File: src/hdl/cmb_defs.vh
`ifndef CMB_DEFS_VH
`define CMB_DEFS_VH

// ----------------------------------------
// Resource counts
// ----------------------------------------
`define CMB_FILL_BUFS 4
`define CMB_PEND_BUFS 4
`define CMB_WR_BUFS 8
`define CMB_HALF_LINE_BYTES 16

// ----------------------------------------
// Cache geometry
// ----------------------------------------
`define CMB_SETS 32
`define CMB_LINE_BYTES 32
`define CMB_OFS_BITS 5
`define CMB_SET_BITS 5
`define CMB_LINE_LSB 5

// ----------------------------------------
// Load-use timing
// ----------------------------------------
`define CMB_LOAD_LATENCY 3
`define CMB_LOAD_USE_STALL 2

// ----------------------------------------
// Request kinds
// ----------------------------------------
`define CMB_OP_RD_MISS 3'h0
`define CMB_OP_WR_MISS 3'h1
`define CMB_OP_NC_READ 3'h2
`define CMB_OP_NC_WRITE 3'h3
`define CMB_OP_EVICT 3'h4
`define CMB_OP_PREFETCH 3'h5
`define CMB_OP_STORE_MULTIPLE_OP 3'h6

`endif

File: src/hdl/cmb_alloc.v
// Operation
// Four fill buffers, four pending buffers and eight half-line write buffers exist.
// A request whose needed buffers are not free stalls the core until they are.
// A cache read miss takes one fill buffer.
// A write-allocate write miss takes one fill buffer and one pending buffer.
// A read or write to a line already being filled takes only a new pending buffer.
// A non-cached read takes one fill buffer.
// Each non-coalescing non-cached write takes a write buffer; coalesced store-multiple takes two.
// An eviction takes one write buffer per dirty half line, a clean line none.
// A prefetch takes one fill buffer plus zero to two write buffers for its eviction; the code takes no fill buffer if the line is already being filled.
// Both data caches use 32 sets of 32-byte lines, so 1 KB strides share a set.
// Dirty state and write-back work on 16-byte half lines.
// A cache-hit load returns in three cycles; a dependent next use stalls two.
// A prefetch that would fault or walk tables is dropped silently.
// More than four outstanding loads and prefetches stall the core; the code stalls a request only when a needed fill, pending or write buffer is not free.
// Fill buffers free on line return, write buffers free on bus acceptance.
`timescale 1ns/1ps
`include "cmb_defs.vh"

module cmb_alloc
#(
    parameter N_FILL = `CMB_FILL_BUFS,
    parameter N_PEND = `CMB_PEND_BUFS,
    parameter N_WR = `CMB_WR_BUFS,
    parameter AW = 32
)
(
    input wire sys_clk,
    input wire rst_b,
    input wire req_valid,
    input wire [2:0] req_op,
    input wire [AW-1:0] req_addr,
    input wire req_write_alloc,
    input wire req_coalesce,
    input wire [3:0] req_multi_count,
    input wire [1:0] req_dirty,
    input wire req_fault,
    output wire req_ready,
    output wire core_stall,
    output wire [4:0] req_set,
    output reg fill_issue,
    output reg [1:0] fill_issue_id,
    output reg [AW-1:0] fill_issue_addr,
    input wire fill_done,
    input wire [1:0] fill_done_id,
    output reg [3:0] wr_issue_count,
    input wire wr_accept,
    output reg [N_FILL-1:0] fill_busy,
    output reg [3:0] pend_used,
    output reg [3:0] wr_used,
    output reg prefetch_dropped,
    input wire load_hit_issue,
    input wire use_next,
    output wire load_result_valid,
    output wire load_use_stall
);

    // ----------------------------------------
    // Line matching
    // ----------------------------------------
    reg [AW-1:0] fill_line [0:N_FILL-1];
    reg [1:0] fill_pend [0:N_FILL-1];

    function [AW-1:0] line_of;
        input [AW-1:0] a;
        begin
            line_of = {a[AW-1:`CMB_LINE_LSB], {`CMB_LINE_LSB{1'b0}}};
        end
    endfunction

    function [3:0] ones2;
        input [1:0] v;
        begin
            ones2 = {3'h0, v[0]} + {3'h0, v[1]};
        end
    endfunction

    // set index from line address
    assign req_set = req_addr[`CMB_LINE_LSB+`CMB_SET_BITS-1:`CMB_LINE_LSB];

    reg hit_fill;
    reg [1:0] hit_id;
    reg free_any;
    reg [1:0] free_id;
    integer i;

    always @*
    begin
        hit_fill = 1'b0;
        hit_id = 2'h0;
        free_any = 1'b0;
        free_id = 2'h0;
        for (i = N_FILL - 1; i >= 0; i = i - 1)
        begin
            if (fill_busy[i])
            begin
                // A fill retiring this cycle takes no new pending work, else its count would leak
                if (fill_line[i] == line_of(req_addr) && !(fill_done && fill_done_id == i[1:0]))
                begin
                    hit_fill = 1'b1;
                    hit_id = i[1:0];
                end
            end
            else
            begin
                free_any = 1'b1;
                free_id = i[1:0];
            end
        end
    end

    // ----------------------------------------
    // Resource demand per request
    // ----------------------------------------
    reg need_fill;
    reg need_pend;
    reg [3:0] need_wr;
    reg drop;

    always @*
    begin
        need_fill = 1'b0;
        need_pend = 1'b0;
        need_wr = 4'h0;
        drop = 1'b0;
        case (req_op)
            `CMB_OP_RD_MISS:
            begin
                // read to a filling line
                if (hit_fill)
                    need_pend = 1'b1;
                // read miss
                else
                    need_fill = 1'b1;
            end
            `CMB_OP_WR_MISS:
            begin
                // write to a filling line
                if (hit_fill)
                    need_pend = 1'b1;
                // write-allocate miss
                else if (req_write_alloc)
                begin
                    need_fill = 1'b1;
                    need_pend = 1'b1;
                end
                else
                    need_wr = 4'h1;
            end
            // non-cached read
            `CMB_OP_NC_READ:
                need_fill = 1'b1;
            // single non-cached write
            `CMB_OP_NC_WRITE:
                need_wr = 4'h1;
            // store-multiple
            `CMB_OP_STORE_MULTIPLE_OP:
                need_wr = req_coalesce ? 4'h2 : req_multi_count;
            // per dirty half line
            // half-line write-back
            `CMB_OP_EVICT:
                need_wr = ones2(req_dirty);
            `CMB_OP_PREFETCH:
            begin
                // faulting prefetch dropped
                if (req_fault)
                    drop = 1'b1;
                // fill plus eviction writes
                else
                begin
                    need_fill = !hit_fill;
                    need_wr = ones2(req_dirty);
                end
            end
            default:
                need_fill = 1'b0;
        endcase
    end

    // capacity limits
    // fill exhaustion stalls
    wire fill_ok = !need_fill || free_any;
    wire pend_ok = !need_pend || (pend_used < N_PEND[3:0]);
    wire wr_ok = ({1'b0, wr_used} + {1'b0, need_wr}) <= N_WR[4:0];

    // stall until resources free
    assign req_ready = drop || (fill_ok && pend_ok && wr_ok);
    assign core_stall = (req_valid && !req_ready) || load_use_stall;

    wire take = req_valid && req_ready && !drop;
    wire fill_take = take && need_fill;
    wire pend_take = take && need_pend;
    wire [1:0] pend_slot = need_fill ? free_id : hit_id;

    // ----------------------------------------
    // Buffer state
    // ----------------------------------------
    integer k;

    always @(posedge sys_clk or negedge rst_b)
    begin
        if (!rst_b)
        begin
            fill_busy <= {N_FILL{1'b0}};
            pend_used <= 4'h0;
            wr_used <= 4'h0;
            fill_issue <= 1'b0;
            fill_issue_id <= 2'h0;
            fill_issue_addr <= {AW{1'b0}};
            wr_issue_count <= 4'h0;
            prefetch_dropped <= 1'b0;
            for (k = 0; k < N_FILL; k = k + 1)
            begin
                fill_line[k] <= {AW{1'b0}};
                fill_pend[k] <= 2'h0;
            end
        end
        else
        begin
            fill_issue <= fill_take;
            fill_issue_id <= free_id;
            fill_issue_addr <= line_of(req_addr);
            wr_issue_count <= take ? need_wr : 4'h0;
            prefetch_dropped <= req_valid && drop;
            // fill freed on return
            if (fill_done && fill_busy[fill_done_id])
            begin
                fill_busy[fill_done_id] <= 1'b0;
                fill_pend[fill_done_id] <= 2'h0;
            end
            if (fill_take)
            begin
                fill_busy[free_id] <= 1'b1;
                fill_line[free_id] <= line_of(req_addr);
            end
            if (pend_take)
                fill_pend[pend_slot] <= fill_pend[pend_slot] + 2'h1;
            // Up to three pending entries on a fill retire with it, four wrap its 2-bit count to zero; a take and a retire in the same cycle both count
            pend_used <= pend_used + {3'h0, pend_take}
                - ((fill_done && fill_busy[fill_done_id]) ? {2'h0, fill_pend[fill_done_id]} : 4'h0);
            // write freed on acceptance
            wr_used <= wr_used + (take ? need_wr : 4'h0) - {3'h0, wr_accept && (wr_used != 4'h0)};
        end
    end

    cmb_load_use u_load_use
    (
        .sys_clk(sys_clk),
        .rst_b(rst_b),
        .load_hit_issue(load_hit_issue),
        .use_next(use_next),
        .result_valid(load_result_valid),
        .use_stall(load_use_stall)
    );

endmodule

File: src/hdl/cmb_load_use.v
`timescale 1ns/1ps
`include "cmb_defs.vh"

// ----------------------------------------
// Load-use interlock for cache-hit loads
// ----------------------------------------
module cmb_load_use
(
    input wire sys_clk,
    input wire rst_b,
    input wire load_hit_issue,
    input wire use_next,
    output reg result_valid,
    output wire use_stall
);

    reg [1:0] age;
    reg busy;

    // Result appears LOAD_LATENCY cycles after issue
    always @(posedge sys_clk or negedge rst_b)
    begin
        if (!rst_b)
        begin
            age <= 2'h0;
            busy <= 1'b0;
            result_valid <= 1'b0;
        end
        else
        begin
            result_valid <= 1'b0;
            if (load_hit_issue)
            begin
                age <= 2'h1;
                busy <= 1'b1;
            end
            else if (busy)
            begin
                // three cycle result
                if (age == (`CMB_LOAD_LATENCY - 1))
                begin
                    busy <= 1'b0;
                    result_valid <= 1'b1;
                    age <= 2'h0;
                end
                else
                begin
                    age <= age + 2'h1;
                end
            end
        end
    end

    // dependent use stalls two cycles
    assign use_stall = use_next & busy;

endmodule

File: config.mk
export PLATFORM = sky130hd
export DESIGN_NAME = cmb_alloc
export DESIGN_NICKNAME = d
export VERILOG_FILES = /design/src/hdl/cmb_alloc.v /design/src/hdl/cmb_load_use.v
export VERILOG_INCLUDE_DIRS = /design/src /design/src/hdl
export SDC_FILE = /design/constraint.sdc
export NUM_CORES = 1
export LEC_CHECK = 0
export BUFFER_PORTS_ARGS = -buffer_cell sky130_fd_sc_hd__buf_2
export CORE_MARGIN = 8
export CORE_UTILIZATION = 53
export CTS_CLUSTER_DIAMETER = 80
export DETAILED_ROUTE_END_ITERATION = 7
export PLACE_DENSITY = 0.78
export SLEW_MARGIN = 20
export SYNTH_ARGS = -nofsm -noshare
export SYNTH_HDL_FRONTEND = slang
export SYNTH_SLANG_ARGS = --single-unit
File: constraint.sdc
create_clock -name sys_clk -period 4.8 [get_ports sys_clk]
set_input_delay 0 -clock sys_clk [delete_from_list [all_inputs] [get_ports sys_clk]]
set_output_delay 0 -clock sys_clk [all_outputs]
set_load 0.1 [all_outputs]
==> results.yml, run 1 <==
routing:
  wl_per_cell_um: 20.80
  avgViaCountPerCell: 5.622
  route.detailed.drc: 0
  wl_um: 24690
  drt_iter0_markers: 423
  first_pass_iters: 5
  drtAntennaViolNets: 0
  dr_total_vias: 6673
timing:
  rsz0062_at_grt: "yes"
  min_period_ps: 5096
  worstMarginPinSlew_ps: 776.1
  holdWs_ps: 54.51
  setup_viol: 108
  fin_ws_ps: -295.9
  finalCritPeriodShare_pct: 106.2
  fmax_mhz: 196.2
  hold_violations: 0
  slew_viol_final: 0
  relSlewSlack_pct: 48.26
  clock_skew_ps: 13.20
setup_path:
  timing.critical_path.slowest_stage_cell: "or4b_4"
  worstReg2RegEnd: "fill_line[16]$_DFFE_PN0P_"
  cp-end-kind: "flip-flop"
  start_kind: "flip-flop"
  r2r_slack_ps: -300
  cp.required_ps: 5120
  crit_fanout: 7
  critPathArrivalTime_ps: 5410
  crit_chain: "xnor2_2, nand4_1, or4_4, or4_4, nand4bb_1, nor3_1, nor2_1, inv_1, ha_4, fa_2, and2_4, o21ai_2, o311a_1, o21ai_2, nor2_1, buf_4, buf_6, o21a_4, or4b_4, clkbuf_16, mux2_4"
  max_stage_delay_ps: 550
  r2r_start: "fill_line[15]$_DFFE_PN0P_"
  rr_worst_depth: 21
  cp-startpoint: "fill_line[15]$_DFFE_PN0P_"
  worstSetupPathType: "reg -> reg"
die:
  die-width_um: 144.2
  core_area_mm2: 0.01635
  die_h_um: 144.2
  start_util_pct: 53.27
  io_pins: 114
  rows: 47
  fp.dieArea_mm2: 0.02079
global_routing:
  antenna_found_initial: 0
  grt_usage_pct: 23.02
  grt_start_max_net_pins: 69
  overflow: 0
  grt_pass1_wl_um: 36080
  grt_pass1_vias: 6918
cells_and_area:
  area_delta_synth_final_pct: 31.83
  fin_area_mm2: 0.01148
  post-route-util_pct: 70.22
  fin_cells: 1187
  multiInputGateArea_mm2: 0.004360
  final_nets: 1026
  register_area_mm2: 0.004184
  drive_gt1_share_pct: 45.13
  n_fill_cell: 1134
place:
  dp_hpwl_um: 15710
  gp_congestion: 0.8906
  dp_cells: 1056
  placed_cell_area_mm2: 0.009615
  port_buffers: 103
yosys:
  ys_top_cells_by_count: "dfrtp_1, xnor2_1, mux2_2"
  syn_area_per_cell_um2: 11.95
  yosysMostFrequentCell: "dfrtp_1"
  ys_types: 57
  synth_top_cell_by_area: "dfrtp_1"
  synth-async-reset-ratio_pct: 100.0
  synth_area_leaders: "dfrtp_1, mux2_2, xnor2_1, nand4_1, ha_1"
  synth_top_flop_cell: "dfrtp_1"
  synth_cells: 729
  yosysTopAreaCellShare_pct: 47.99
  synth-seq-area-share_pct: 47.99
  yosys_warnings: 0
  postSynthRegisterBits: 167
  synth_area_mm2: 0.008708
  synth-edff-count: 0
clock_network:
  cts_made_buffers: 17
  clkTransAtPathRegs_ps: 70
  cts_buffer_depth: 2
  clockRootBuffer: "clkbuf_16"
  insertion_delay_ps: 430
  cts_tree: "done"
  clock_sinks: 167
  htreeDepth: 4
min_path:
  hold_start: "req_multi_count[2]"
  min_path_type: "in -> reg"
  min_path_cells: 6
  hold_end: "wr_issue_count[2]$_DFF_PN0_"
power:
  power_density_mw_per_mm2: 529.5
  ir_drop_mv: 0.4067
  p_leak_nw: 5.302
  power.total_w: 0.006079
outcome:
  status: "finished with violations"
  violations: "setup timing"
run:
  max-cap-violations: 0
[per-layer routing]
| metal | GRT usage (%) | wire [um] |
|---|---|---|
| met4 | 11.50 | 1124 |
| met1 | 25.93 | 9530 |
| met5 | 0 | 0 |
| met2 | 39.65 | 12220 |
| met3 | 6.174 | 1814 |
[critical path: cells and delay by family, from the launching register on]
| family | cells | cell delay, ps |
|---|---|---|
| flip-flops | 1 | 430 |
| XOR/XNOR | 1 | 260 |
| adder cells (fa/ha/maj) | 2 | 520 |
| AND/OR/NAND/NOR | 9 | 2300 |
| buffers and inverters | 4 | 620 |
| AO/OA/AOI/OAI | 4 | 540 |
| multiplexers | 1 | 290 |
[sequential cells by signal, summed over array words and instances (netlist names)]
signal and flops:
wr_issue_count 4, u_load_use.result_valid 1, fill_issue_addr 27, u_load_use.busy 1, wr_used 4, prefetch_dropped 1, fill_pend 8, pend_used 4
u_load_use.age 2, fill_line 108, fill_issue 1, fill_issue_id 2, fill_busy 4
[worst max-delay path by stage]
| stage | endpoint | cells past startpoint |
|---|---|---|
| after floorplan | wr_used[3]$_DFF_PN0_ | 24 |
| after global placement | wr_used[3]$_DFF_PN0_ | 24 |
| after detailed placement | wr_used[3]$_DFF_PN0_ | 24 |
| after CTS | wr_used[1]$_DFF_PN0_ | 25 |
| after global routing | wr_used[3]$_DFF_PN0_ | 24 |
| final | fill_line[16]$_DFFE_PN0P_ | 21 |
[placed cells by master, fill, tap and decap left out, drive strengths merged, types with 17 or more instances in the layout]
cell type,n
dlygate4sd3,31
nand4,45
buf,223
dfrtp,167
nand3,19
clkbuf,22
ha,17
mux2,109
xnor2,114
inv,36
nand2,42
[power breakdown]
group	total, W	internal, W	switching [W]	leakage (nW)
combinational	0.00255	0.00103	0.00152	2.88
clock	0.00144	0.000834	0.000605	0.302
sequential	0.00209	0.00180	0.000297	2.12
total	0.00608	0.00366	0.00242	5.30
[cells by family after synthesis]
group | count (synthesis) | synth area share (%)
adders and majority gates | 20 | 3.132
other | 1 | 0.04306
AOI/OAI and AO/OA | 39 | 2.989
and+or+nand+nor | 178 | 11.52
xor gates and xnor gates | 118 | 12.56
DFF | 167 | 47.99
buffers and inverters | 87 | 5.848
muxes | 119 | 15.92
[metrics by stage]
| step | setup slack [ps] | TNS, ps |
|---|---|---|
| floorplan | 2.950 | 0 |
| global placement | -82.16 | -200.3 |
| detailed placement | -246.7 | -3304 |
| CTS | -30.48 | -51.66 |
| global route | -476.0 | -37700 |
| finish | -295.9 | -16290 |
[what timing repair did]
item / in CTS / in global routing
resized for setup: 34 / 36
endpoints found under the hold margin: 139 / 0
cloned: 0 / 8
pin swaps: 35 / 11
setup endpoints to repair: 61 / 123
hold buffers: 31 / 0
buffers inserted: 53 / 9
[layout make-up]
cell class | instances | area share [%]
multi-input combinational | 479 | 37.98
sequential | 167 | 36.45
timing repair buffer | 259 | 16.82
clock buffer | 17 | 3.706
tap | 220 | 2.398
clock inverter | 15 | 1.678
inverter | 29 | 0.9482
antenna | 1 | 0.02180
Power figures use the tool's default switching activity.
==> inputs of run 2 (changes only) <==
--- a/config.mk
+++ b/config.mk
@@ -12,6 +12,7 @@
 export CTS_CLUSTER_DIAMETER = 80
 export DETAILED_ROUTE_END_ITERATION = 7
 export PLACE_DENSITY = 0.78
+export RECOVER_POWER = 100
 export SLEW_MARGIN = 20
 export SYNTH_ARGS = -nofsm -noshare
 export SYNTH_HDL_FRONTEND = slang
==> results.yml, run 2 (synthesis gave the netlist of run 1 again) <==
timing:
  setup_viol: 111
  fin_ws_ps: -305.8
  hold_violations: 0
  clock_skew_ps: 13.48
  min_period_ps: 5106
  rsz0062_at_grt: "yes"
  relSlewSlack_pct: -148.5
  worstMarginPinSlew_ps: 3727
  finalCritPeriodShare_pct: 106.4
  fmax_mhz: 195.9
  slew_viol_final: 69
power:
  sw_frac_of_total_pct: 39.95
  combinationalPowerShare_pct: 41.7
  power_density_mw_per_mm2: 531.6
  p_sw_w: 0.002420
  p_int_w: 0.003638
  seqPwrFrac_pct: 34.6
  ir_drop_mv: 0.3968
  p_leak_nw: 5.117
  pwr-share-clk_pct: 23.7
run:
  max-cap-violations: 1
clock_network:
  clock_sinks: 167
  clockRootBuffer: "clkbuf_16"
  clkTransAtPathRegs_ps: 70
  htreeDepth: 4
  cts_made_buffers: 17
  insertion_delay_ps: 430
  cts_buffer_depth: 2
  cts_tree: "done"
routing:
  dr_total_vias: 6680
  drtAntennaViolNets: 0
  avgViaCountPerCell: 5.628
  drt_iter0_markers: 487
  first_pass_iters: 5
  wl_per_cell_um: 20.79
  route.detailed.drc: 0
  wl_um: 24670
cells_and_area:
  drive_gt1_share_pct: 38.82
  final_common_cell: "dfrtp_1"
  multiInputGateArea_mm2: 0.004360
  reg_top3: "fill_line (108), fill_issue_addr (27), fill_pend (8)"
  layout_common_cells: "dfrtp_1, buf_4, mux2_2, xnor2_1, clkbuf_1"
  regMostFlops: "fill_line"
  final_nets: 1026
  post-route-util_pct: 69.70
  register_area_mm2: 0.004183
  n_fill_cell: 1169
  largest_reg_flops: 108
  area_delta_synth_final_pct: 30.85
global_routing:
  grt_pass1_vias: 6918
  overflow: 0
  grt_start_max_net_pins: 69
  grt_pass1_wl_um: 36080
  antenna_found_initial: 0
  grt_usage_pct: 23.02
min_path:
  min_path_type: "in -> reg"
setup_path:
  crit_chain: "xnor2_2, nand4_1, or4_4, or4_4, nand4bb_1, nor3_1, nor2_1, inv_1, ha_4, fa_2, and2_4, o21ai_2, o311a_1, o21ai_2, nor2_1, buf_4, buf_6, o21a_4, or4b_4, clkbuf_16, mux2_4"
  cp.required_ps: 5120
  max_stage_delay_ps: 550
  start_kind: "flip-flop"
  crit_family: "simple AND/OR/NAND/NOR gates"
  worstSetupPathType: "reg -> reg"
  timing.critical_path.slowest_stage_cell: "or4b_4"
  crit_fanout: 7
  critPathArrivalTime_ps: 5420
  cp_num_buf_inv: 4
  cp-end-kind: "flip-flop"
die:
  die_h_um: 144.2
  start_util_pct: 53.27
  fp.dieArea_mm2: 0.02079
  die-width_um: 144.2
  rows: 47
  io_pins: 114
  core_area_mm2: 0.01635
outcome:
  status: "finished with violations"
  violations: "capacitance limit, slew limit, setup timing"
place:
  dp_hpwl_um: 15710
  port_buffers: 103
  gp_congestion: 0.8906
  dpl_worst_slack_ps: -246.7
## run 2: cell count changes in the layout (fill, tap and decap cells not counted), sizes merged
cell,before,now
buf,223,161
clkbuf,22,84
## run 2: metrics by stage
| stage | area, um2 | total power, W | hold WS, ps | TNS (ps) | cells |
|---|---|---|---|---|---|
| 6_report | 11390 | 0.006058 | 58.05 | -17330 | 1187 |
| 3_5_place_dp | 9615 | 0.004353 | 50.38 | -3304 | 1056 |
| 5_1_grt | 11390 | 0.006353 | 69.42 | -37880 | 1186 |
| 2_1_floorplan | 8728 | 0.003751 | -295.6 | 0 | 733 |
| 4_1_cts | 11090 | 0.005941 | 79.27 | -51.66 | 1169 |
| 3_3_place_gp | 9615 | 0.004279 | 48.75 | -200.3 | 1056 |
## run 2: layer usage
metal | wire [um] | share of wire (%) | GRT usage, % | vias up
met5 | 0 | 0 | 0 | -
met4 | 1075 | 4.4 | 11.50 | 0
met3 | 1768 | 7.2 | 6.174 | 84
met2 | 12310 | 50 | 39.65 | 279
met1 | 9518 | 39 | 25.93 | 3335
li1 | - | - | - | 2982
## run 2: power by group through the flow
stage                     sequential [W]  clock, W  combinational [W]
final                            0.00210   0.00144            0.00253
after global routing             0.00214   0.00152            0.00270
after CTS                        0.00208   0.00146            0.00240
after detailed placement         0.00209         0            0.00226
after global placement           0.00207         0            0.00221
after floorplan                  0.00251         0            0.00124
## run 2: what timing repair did
item	4_1_cts	5_1_grt
pin swaps	35	11
hold endpoints to repair	139	0
setup buffers	53	9
hold buffers	31	0
setup endpoints to repair	61	123
gates resized for setup	34	36
gates cloned	0	8
## run 2: layout make-up
| cell class | count | share of cell area [%] |
|---|---|---|
| repair buffers | 259 | 16.21 |
| flip-flops and latches | 167 | 36.71 |
| clock inverters | 15 | 1.691 |
| well taps | 220 | 2.416 |
| clock buffers | 17 | 3.733 |
| inverters | 29 | 0.9553 |
| multi-input cells | 479 | 38.27 |
| diodes | 1 | 0.02196 |
## run 2: path summary, 6_finish.rpt
kind	slack (ps)	from	cells after the start	end
max	-310	fill_line[15]$_DFFE_PN0P_	21	fill_line[16]$_DFFE_PN0P_
max in group asynchronous	780	rst_b	3	fill_busy[3]$_DFF_PN0_
min	60	req_multi_count[2]	6	wr_issue_count[2]$_DFF_PN0_
max reg2reg	-310	fill_line[15]$_DFFE_PN0P_	21	fill_line[16]$_DFFE_PN0P_
min reg2reg	510	fill_line[125]$_DFFE_PN0P_	1	fill_line[125]$_DFFE_PN0P_
min in group asynchronous	1420	rst_b	2	wr_issue_count[2]$_DFF_PN0_
## run 2: tightest hold or removal path, delay by kind of cell
kind	cells	cell delay [ps]
buffers and inverters	4	300
AND/OR/NAND/NOR	2	160
